## src/rtl/swcr_pkg.sv

```systemverilog
`default_nettype none
// ************************************************************
// Shared constants for the single-wire response logic
// ************************************************************
package swcr_pkg;

  // Clock and read-slot release timing
  localparam int CLK_PERIOD_NS = 40;
  localparam int RD_HOLD_STD_NS = 30000;
  localparam int RD_HOLD_OD_NS = 3000;
  localparam int RD_HOLD_STD_CYC = (RD_HOLD_STD_NS + CLK_PERIOD_NS - 1) / CLK_PERIOD_NS;
  localparam int RD_HOLD_OD_CYC = (RD_HOLD_OD_NS + CLK_PERIOD_NS - 1) / CLK_PERIOD_NS;
  localparam int HOLD_W = 10;

  // Command codes carried in the byte stream
  localparam logic [7:0] SCRATCH_WRITE_CODE = 8'h0F;
  localparam logic [7:0] SCRATCH_READ_CODE = 8'hAA;
  localparam logic [7:0] SCRATCH_COPY_CODE = 8'h55;

  // Fill bytes
  localparam logic [7:0] FILL_ONES = 8'hFF;
  localparam logic [7:0] FILL_COPY_OK = 8'hAA;
  localparam logic [7:0] FILL_ZERO = 8'h00;

  // Memory geometry
  localparam logic [15:0] MEM_END = 16'h17FF;
  localparam logic [4:0] PAGE_LAST = 5'h1F;
  localparam logic [4:0] SCR_LAST = 5'h1F;
  localparam int PAGE_LSB = 5;
  localparam logic [10:0] RSV1_LO = 11'h014;
  localparam logic [10:0] RSV1_HI = 11'h03F;
  localparam logic [10:0] RSV2_LO = 11'h044;
  localparam logic [10:0] RSV2_HI = 11'h07F;
  localparam logic [10:0] RSV3_LO = 11'h0C0;

  // CRC16 generator, reflected form of x^16+x^15+x^2+1
  localparam logic [15:0] CRC16_POLY_REFL = 16'hA001;
  localparam logic [15:0] CRC16_CLEAR = 16'h0000;

  // Byte engine
  localparam logic [3:0] BIT_LAST = 4'h7;
  localparam logic [1:0] HDR_CMD = 2'h0;
  localparam logic [1:0] HDR_TA_LOW = 2'h1;
  localparam logic [1:0] HDR_TA_HIGH = 2'h2;
  localparam logic [1:0] HDR_ES = 2'h3;

  typedef enum logic [3:0] {
    SWCR_IDLE, SWCR_HDR, SWCR_SW_DATA, SWCR_TX_HDR, SWCR_TX_DATA,
    SWCR_CRC_LO, SWCR_CRC_HI, SWCR_BUSY, SWCR_FILL
  } swcr_state_e;

endpackage
`default_nettype wire

```

## src/rtl/swcr_resp.sv

```systemverilog
// Notes on behaviour
// - A zero bit pulls the line low early and releases after the internal timer.
// - A one bit never drives the line; it rises when the master lets go.
// - Identifier top byte is an 8-bit CRC over the lower 56 bits.
// - Identifier CRC goes out true, fixed at manufacture, no generator for it.
// - A 16-bit CRC generator, x^16+x^15+x^2+1, covers reads and scratchpad.
// - The 16-bit CRC always goes out inverted.
// - First checked-read page: clear, then command, both address bytes, data.
// - Later checked-read pages: clear again, then only that page's data.
// - Scratchpad write CRC: cleared, then command, address bytes, all data.
// - Scratchpad write sends CRC only when data reached end offset 1Fh.
// - Scratchpad read CRC: command, address bytes, status byte, data onward.
// - Scratchpad read sends CRC only after the final scratchpad byte.
// - Scratchpad transfers stop at offset 1Fh.
// - All-ones fill returns FFh bytes while the master reads.
// - After a good copy, AAh bytes return while the master reads.
// - During copy busy the line is not driven; all bits read one.
// - Zero fill returns 00h bytes while the master reads.
// - Zero padding sends 00h with no end until the next bus reset.
// - Plain memory read streams data up to datalog end, then fills.
// - A checked-read page block sends data to its page end, then inverted CRC.
// - Each sequence starts after bus reset and presence.
// - Reserved or out-of-range pages read as 00h, also in checked pages.
`timescale 1ns/1ps
`default_nettype none
module swcr_resp #(
  parameter logic [7:0] MEM_READ_CODE = 8'hF0,
  parameter logic [7:0] MEM_READ_CHECKED_CODE = 8'hA5,
  parameter logic [7:0] MEM_CLEAR_CODE = 8'h3C,
  parameter logic [7:0] TEMP_CONVERT_CODE = 8'h44,
  parameter logic [swcr_pkg::HOLD_W-1:0] HOLD_STD_CYC =
    swcr_pkg::HOLD_W'(swcr_pkg::RD_HOLD_STD_CYC),
  parameter logic [swcr_pkg::HOLD_W-1:0] HOLD_OD_CYC =
    swcr_pkg::HOLD_W'(swcr_pkg::RD_HOLD_OD_CYC)
) (
  input wire logic sys_clk_in,
  input wire logic rstn_in,
  input wire logic line_in,
  output logic line_out,
  output logic line_oe_out,
  input wire logic overdrive_in,
  input wire logic bus_reset_in,
  input wire logic frame_start_in,
  input wire logic [7:0] rx_byte_in,
  input wire logic rx_valid_in,
  input wire logic [15:0] stored_ta_in,
  input wire logic [7:0] stored_es_in,
  input wire logic copy_done_in,
  input wire logic copy_ok_in,
  output logic [15:0] mem_addr_out,
  input wire logic [7:0] mem_data_in,
  output logic [4:0] scratch_off_out,
  input wire logic [7:0] scratch_data_in
);
  import swcr_pkg::*;

  // ************************************************************
  // State
  // ************************************************************
  typedef struct packed {
    swcr_state_e st;
    logic [7:0] cmd;
    logic [1:0] cnt;
    logic [15:0] addr;
    logic [4:0] off;
    logic [15:0] crc;
    logic [7:0] fill;
    logic [7:0] tx_sh;
    logic [3:0] tx_cnt;
    logic tx_busy;
    logic [HOLD_W-1:0] hold;
    logic [2:0] sync;
    logic line_lvl;
  } swcr_regs_s;

  swcr_regs_s q;
  swcr_regs_s next_q;
  logic fall;
  logic load;
  logic [7:0] tx_byte;
  logic checked;
  logic scratch_src;
  // One byte through the generator, low bit first to match line order
  function automatic logic [15:0] crc16(input logic [15:0] c, input logic [7:0] b);
    logic [15:0] r;
    r = c;
    for (int i = 0; i < 8; i++)
    begin
      if (r[0] ^ b[i])
        r = (r >> 1) ^ CRC16_POLY_REFL;
      else
        r = r >> 1;
    end
    return r;
  endfunction
  // Pages with no storage behind them
  function automatic logic page_reserved(input logic [15:0] a);
    logic [10:0] p;
    p = a[15:PAGE_LSB];
    return ((p >= RSV1_LO) && (p <= RSV1_HI)) || ((p >= RSV2_LO) && (p <= RSV2_HI))
      || (p >= RSV3_LO);
  endfunction
  // ************************************************************
  // Line edge detection and outputs
  // ************************************************************
  // Edge is taken only once the two later stages agree, so glitches shorter than a clock are ignored
  assign fall = q.line_lvl & ~q.sync[1] & ~q.sync[2];
  assign checked = (q.cmd == MEM_READ_CHECKED_CODE);
  assign scratch_src = (q.cmd == SCRATCH_READ_CODE);
  // Open-drain: the pin only ever pulls low
  assign line_out = 1'b0;
  assign line_oe_out = (q.hold != '0);
  assign mem_addr_out = q.addr;
  assign scratch_off_out = q.off;

  // ************************************************************
  // Next-state logic
  // ************************************************************
  // Slot engine, header capture and byte sequencing in one pass
  always_comb
  begin
    next_q = q;
    load = 1'b0;
    tx_byte = FILL_ZERO;
    next_q.sync = {q.sync[1:0], line_in};
    if (q.sync[1] == q.sync[2])
      next_q.line_lvl = q.sync[2];
    // Each falling edge starts a slot; a zero bit begins the pull-down at once
    if (fall && q.tx_busy)
    begin
      if (!q.tx_sh[0])
        next_q.hold = overdrive_in ? HOLD_OD_CYC : HOLD_STD_CYC;
      next_q.tx_sh = q.tx_sh >> 1;
      next_q.tx_cnt = q.tx_cnt + 4'h1;
      if (q.tx_cnt == BIT_LAST)
        next_q.tx_busy = 1'b0;
    end
    else if (q.hold != '0)
      next_q.hold = q.hold - HOLD_W'(1);
    unique case (q.st)
      SWCR_IDLE:
      begin
        if (frame_start_in)
        begin
          next_q.st = SWCR_HDR;
          next_q.cnt = HDR_CMD;
          next_q.crc = CRC16_CLEAR;
        end
      end
      SWCR_HDR:
      begin
        if (rx_valid_in)
        begin
          next_q.crc = crc16(q.crc, rx_byte_in);
          next_q.cnt = q.cnt + 2'h1;
          unique case (q.cnt)
            HDR_CMD:
            begin
              next_q.cmd = rx_byte_in;
              if (rx_byte_in == SCRATCH_READ_CODE)
              begin
                next_q.st = SWCR_TX_HDR;
                next_q.cnt = HDR_CMD;
                next_q.off = stored_ta_in[4:0];
              end
              else if ((rx_byte_in == MEM_CLEAR_CODE) || (rx_byte_in == TEMP_CONVERT_CODE))
              begin
                next_q.st = SWCR_FILL;
                next_q.fill = FILL_ONES;
              end
              else if ((rx_byte_in != SCRATCH_WRITE_CODE) && (rx_byte_in != SCRATCH_COPY_CODE)
                && (rx_byte_in != MEM_READ_CODE) && (rx_byte_in != MEM_READ_CHECKED_CODE))
                next_q.st = SWCR_IDLE;
            end
            HDR_TA_LOW:
              next_q.addr[7:0] = rx_byte_in;
            HDR_TA_HIGH:
            begin
              next_q.addr[15:8] = rx_byte_in;
              next_q.off = q.addr[4:0];
              if (q.cmd == SCRATCH_WRITE_CODE)
                next_q.st = SWCR_SW_DATA;
              else if ((q.cmd == MEM_READ_CODE) && ({rx_byte_in, q.addr[7:0]} > MEM_END))
              begin
                next_q.st = SWCR_FILL;
                next_q.fill = FILL_ZERO;
              end
              else if (q.cmd != SCRATCH_COPY_CODE)
                next_q.st = SWCR_TX_DATA;
            end
            HDR_ES:
              next_q.st = SWCR_BUSY;
          endcase
        end
      end
      SWCR_SW_DATA:
      begin
        // Write may start anywhere; CRC follows only if offset 1Fh was written
        if (rx_valid_in)
        begin
          next_q.crc = crc16(q.crc, rx_byte_in);
          if (q.off == SCR_LAST)
            next_q.st = SWCR_CRC_LO;
          else
            next_q.off = q.off + 5'h1;
        end
      end
      SWCR_BUSY:
      begin
        // Nothing loaded, so every slot reads as one until the copy finishes
        if (copy_done_in)
        begin
          next_q.st = SWCR_FILL;
          next_q.fill = copy_ok_in ? FILL_COPY_OK : FILL_ONES;
        end
      end
      SWCR_TX_HDR, SWCR_TX_DATA, SWCR_CRC_LO, SWCR_CRC_HI, SWCR_FILL:
      begin
        load = ~q.tx_busy;
        if (load)
        begin
          unique case (q.st)
            SWCR_TX_HDR:
            begin
              tx_byte = (q.cnt == HDR_CMD) ? stored_ta_in[7:0]
                : (q.cnt == HDR_TA_LOW) ? stored_ta_in[15:8] : stored_es_in;
              next_q.crc = crc16(q.crc, tx_byte);
              next_q.cnt = q.cnt + 2'h1;
              if (q.cnt == HDR_TA_HIGH)
                next_q.st = SWCR_TX_DATA;
            end
            SWCR_TX_DATA:
            begin
              if (scratch_src)
              begin
                tx_byte = scratch_data_in;
                next_q.crc = crc16(q.crc, tx_byte);
                if (q.off == SCR_LAST)
                  next_q.st = SWCR_CRC_LO;
                else
                  next_q.off = q.off + 5'h1;
              end
              else
              begin
                tx_byte = page_reserved(q.addr) ? FILL_ZERO : mem_data_in;
                next_q.crc = crc16(q.crc, tx_byte);
                next_q.addr = q.addr + 16'h0001;
                if (checked)
                begin
                  if (q.addr[4:0] == PAGE_LAST)
                    next_q.st = SWCR_CRC_LO;
                end
                else if (q.addr == MEM_END)
                begin
                  next_q.st = SWCR_FILL;
                  next_q.fill = FILL_ZERO;
                end
              end
            end
            SWCR_CRC_LO:
            begin
              tx_byte = ~q.crc[7:0];
              next_q.st = SWCR_CRC_HI;
            end
            SWCR_CRC_HI:
            begin
              tx_byte = ~q.crc[15:8];
              if (checked)
              begin
                // Next page starts from a cleared generator with data only
                next_q.st = SWCR_TX_DATA;
                next_q.crc = CRC16_CLEAR;
              end
              else
              begin
                next_q.st = SWCR_FILL;
                next_q.fill = FILL_ONES;
              end
            end
            default:
              tx_byte = q.fill;
          endcase
        end
      end
      default:
        next_q.st = SWCR_IDLE;
    endcase
    if (load)
    begin
      next_q.tx_sh = tx_byte;
      next_q.tx_busy = 1'b1;
      next_q.tx_cnt = '0;
    end
    // The identifier check byte is a fixed stored value sent true; no generator here
    // A bus reset ends any sequence; the next one waits for a fresh start
    if (bus_reset_in)
    begin
      next_q.st = SWCR_IDLE;
      next_q.tx_busy = 1'b0;
      next_q.hold = '0;
    end
  end

  // ************************************************************
  // State register
  // ************************************************************
  // Idle line level after reset is high so no false edge is seen at release
  always_ff @(posedge sys_clk_in or negedge rstn_in)
  begin
    if (!rstn_in)
    begin
      q <= '0;
      q.st <= SWCR_IDLE;
      q.sync <= 3'b111;
      q.line_lvl <= 1'b1;
      q.fill <= FILL_ONES;
    end
    else
      q <= next_q;
  end
endmodule // swcr_resp
`default_nettype wire

```

## config.mk

```make
export PLATFORM = sky130hd
export DESIGN_NAME = swcr_resp
export DESIGN_NICKNAME = d
export VERILOG_FILES = /design/src/rtl/swcr_pkg.sv /design/src/rtl/swcr_resp.sv
export SDC_FILE = /design/constraint.sdc
export NUM_CORES = 1
export LEC_CHECK = 0
export BUFFER_PORTS_ARGS = -buffer_cell sky130_fd_sc_hd__clkbuf_2
export CORE_MARGIN = 2
export CORE_UTILIZATION = 43
export CTS_BUF_LIST = sky130_fd_sc_hd__clkbuf_4
export DETAILED_ROUTE_END_ITERATION = 7
export MAX_ROUTING_LAYER = met4
export SLEW_MARGIN = 30
export SYNTH_ARGS = -nofsm -noshare
export SYNTH_HDL_FRONTEND = slang
export SYNTH_SLANG_ARGS = --single-unit
```

## constraint.sdc

```tcl
create_clock -name sys_clk_in -period 8.4 [get_ports sys_clk_in]
set_input_delay 0 -clock sys_clk_in [delete_from_list [all_inputs] [get_ports sys_clk_in]]
set_output_delay 0 -clock sys_clk_in [all_outputs]
set_load 0.005 [all_outputs]
```

==> run summary <==
initial core utilization = 44.3%
largest net degree at the start of global routing = 81
Synth Warn # = 0
Final Instance Count excl. Fillers = 1,069
final net count = 918
TritonCTS clock tree = done
startpoint types = flop
syn nets = 893
I/O Buffers = 78
DRT antenna net count = 0
max_cap viols = 0
Critical Path AT = 4.38 ns
CTS Sinks = 80
total track usage = 25.5%
status = complete, no violations
DIE AREA = 0.0167 sq mm
Worst-Margin Slew = 0.953 ns
Max Slew Vio Count = 0
CP Max Fanout = 26
relative slew slack = 36.3%
max incr delay on CP = 0.79 ns
vias per cell = 5.91
total congestion overflow = 0
first-pass GRT wire length = 32.3 mm
hold path start = rx_byte_in[2]
ys async rst share = 100%
synthesized area = 0.00676 sq mm
Synth area leader = dfrtp_1
unrepaired setup endpoints after global routing = no
worst vdd ir = 0.181 mV
Tightest Hold Check Type = in2reg
Pleak = 3.02 nW
EDFF count, synth = 0
Commonest cells post-synth = 79 x nand2_1, 74 x dfrtp_1, 71 x nor2_1
most frequent cell after synthesis = nand2_1
Distinct cells, synth = 71
Final GP Congestion = 0.933
power density cells = 415 mW/mm^2
reg-to-reg endpoint = mem_addr_out[13]$_DFFE_PN0P_
sequential fraction of the synthesis area = 29.7%
routed len/inst = 19.1 um
final WL = 20.5 mm
Hold Violations, Final = 0
setup tns final = 0 ns
DIE WIDTH = 129 um
Worst EP required = 8.79 ns
hold depth = 3
Post-Synthesis Cells = 826
top cell type's share of synthesized area = 27.4%
Clock Path Buffers = 2
post-DP HPWL = 15.2 mm
Core Footprint = 0.0153 sq mm
setup slack, reg-to-reg = 4.41 ns
Rows = 45
category of the most critical setup path = reg2reg
CP bufs+invs = 0
Vias = 6,317
Synth Register Bits = 80
CTS root buffer = clkbuf_4
IO Pins = 80
Max Fclk = 251 MHz
Crit-path slowest cell = nor2_1
post-CTS setup buffers = 0
skew final = 0.0183 ns
clk slew on worst S/H paths = 0.15 ns
Post-Place Cells = 1,039
share of cells above drive strength 1 = 17.2%
DR pass1 iterations = 8
1st-iter DRT viols = 671
element type at the critical path end = flop
# hold bufs at CTS = 12
# DRC = 0
# setup viols final = 0
min Tclk post-route = 3.99 ns
Synth Flop Type = dfrtp_1
crit-path most repeated cell = nor2_1
die height = 129 um
Syn Area/Cell = 8.19 sq um
CP Cell Sequence = nor2b_1, nand2_1, nor2_1, a22oi_1, nor2_1, o21ai_0, a22o_1
Synth area leaders = dfrtp_1 27%, xnor2_1 7.1%, o21ai_0 5.0%
post-cts repair resize count = 0
delay-heaviest family, CP = simple AND/OR/NAND/NOR gates
Area Growth Syn to Fin = 8.34%
total CTS buffers = 9
Worst-Skew Late Latency = 0.48 ns
WHS Endpoint = mem_addr_out[10]$_DFFE_PN0P_
final period utilization = 47.5%
R2R depth = 7
vias in the first global route = 5,924
H-Tree Depth = 3
FF-to-FF Start = q[85]$_DFFE_PN0P_
initial antenna violation count = 1
## power by group
part	total [W]	switching (W)	internal [W]
Clock	0.000251	0.000156	0.0000945
Sequential	0.000733	0.000197	0.000535
Combinational	0.00206	0.00117	0.000893
Total	0.00304	0.00152	0.00152
## state kept, by name (all words and copies together), names as in the netlist
register         count
mem_addr_out        16
q                   57
scratch_off_out      5
next_q               2
## area by class of cell
type                            instances  area (sq um)
Fill cell                            1489          7930
Multi-Input combinational cell        642          4260
Sequential cell                        80          2010
Timing Repair Buffer                   95           554
Tap cell                              211           264
Inverter                               23          91.3
Clock inverter                          7          76.3
Clock buffer                            9          67.6
Antenna cell                            2          5.00
## worst max-delay path by stage
stage	startpoint	endpoint	cells past startpoint
final	q[85]$_DFFE_PN0P_	mem_addr_out[13]$_DFFE_PN0P_	7
after global routing	q[85]$_DFFE_PN0P_	mem_addr_out[13]$_DFFE_PN0P_	7
after CTS	q[85]$_DFFE_PN0P_	mem_addr_out[13]$_DFFE_PN0P_	7
after detailed placement	q[85]$_DFFE_PN0P_	mem_addr_out[13]$_DFFE_PN0P_	7
after global placement	q[85]$_DFFE_PN0P_	mem_addr_out[13]$_DFFE_PN0P_	7
after floorplan	q[73]$_DFFE_PN0P_	q[35]$_DFFE_PN0P_	12
## cells by family after synthesis
group	Yosys count	share of synthesized area (%)
buffers and inverters	104	7.46
xor gates and xnor gates	98	14.6
other	1	0.0555
AOI/OAI and AO/OA	242	22.6
and+or+nand+nor	257	17.5
adders and majority gates	11	2.00
muxes	33	6.03
DFF	80	29.7
## cells in the final DEF, fill, tap and decap left out, types with 20 or more instances in the layout
cell type / netlist / routed
nor2_1: 71 / 71
xnor2_1: 55 / 55
clkbuf_2: 0 / 77
a21oi_1: 58 / 56
nor3_1: 26 / 26
dfrtp_1: 74 / 74
a22oi_1: 20 / 20
nand2_1: 79 / 79
nand3_1: 33 / 33
o21ai_0: 67 / 67
inv_1: 21 / 21
xor2_1: 30 / 30
## worst reg2reg max path: cells and delay by family, from the launching register on
kind	cells	cell delay, ns
AOI/OAI and AO/OA	3	0.74
and+or+nand+nor	4	2.47
DFF	1	0.70
## stage by stage
| stage | setup WS (ns) | power (W) | hold slack (ns) | utilization (%) | cell area, sq um |
|---|---|---|---|---|---|
| 2_1_floorplan | 5.58 | 0.00235 | -0.296 | - | 6760 |
| 5_1_grt | 4.00 | 0.00328 | 0.0307 | 48.0 | 7330 |
| 4_1_cts | 4.52 | 0.00302 | 0.00811 | 47.9 | 7310 |
| 6_report | 4.41 | 0.00304 | 0.0257 | 48.0 | 7330 |
| 3_5_place_dp | 4.51 | 0.00275 | 0.0947 | 46.2 | 7050 |
| 3_3_place_gp | 4.54 | 0.00273 | 0.0902 | 46.2 | 7040 |
## metal layers
layer,up-vias,GRT usage (%),wire [um]
met5,-,-,0
met4,0,6.83,270
met3,26,3.76,1300
met2,266,38.8,9430
met1,3048,35.7,9460
li1,2977,-,-
(Power assumes the default switching activity.)
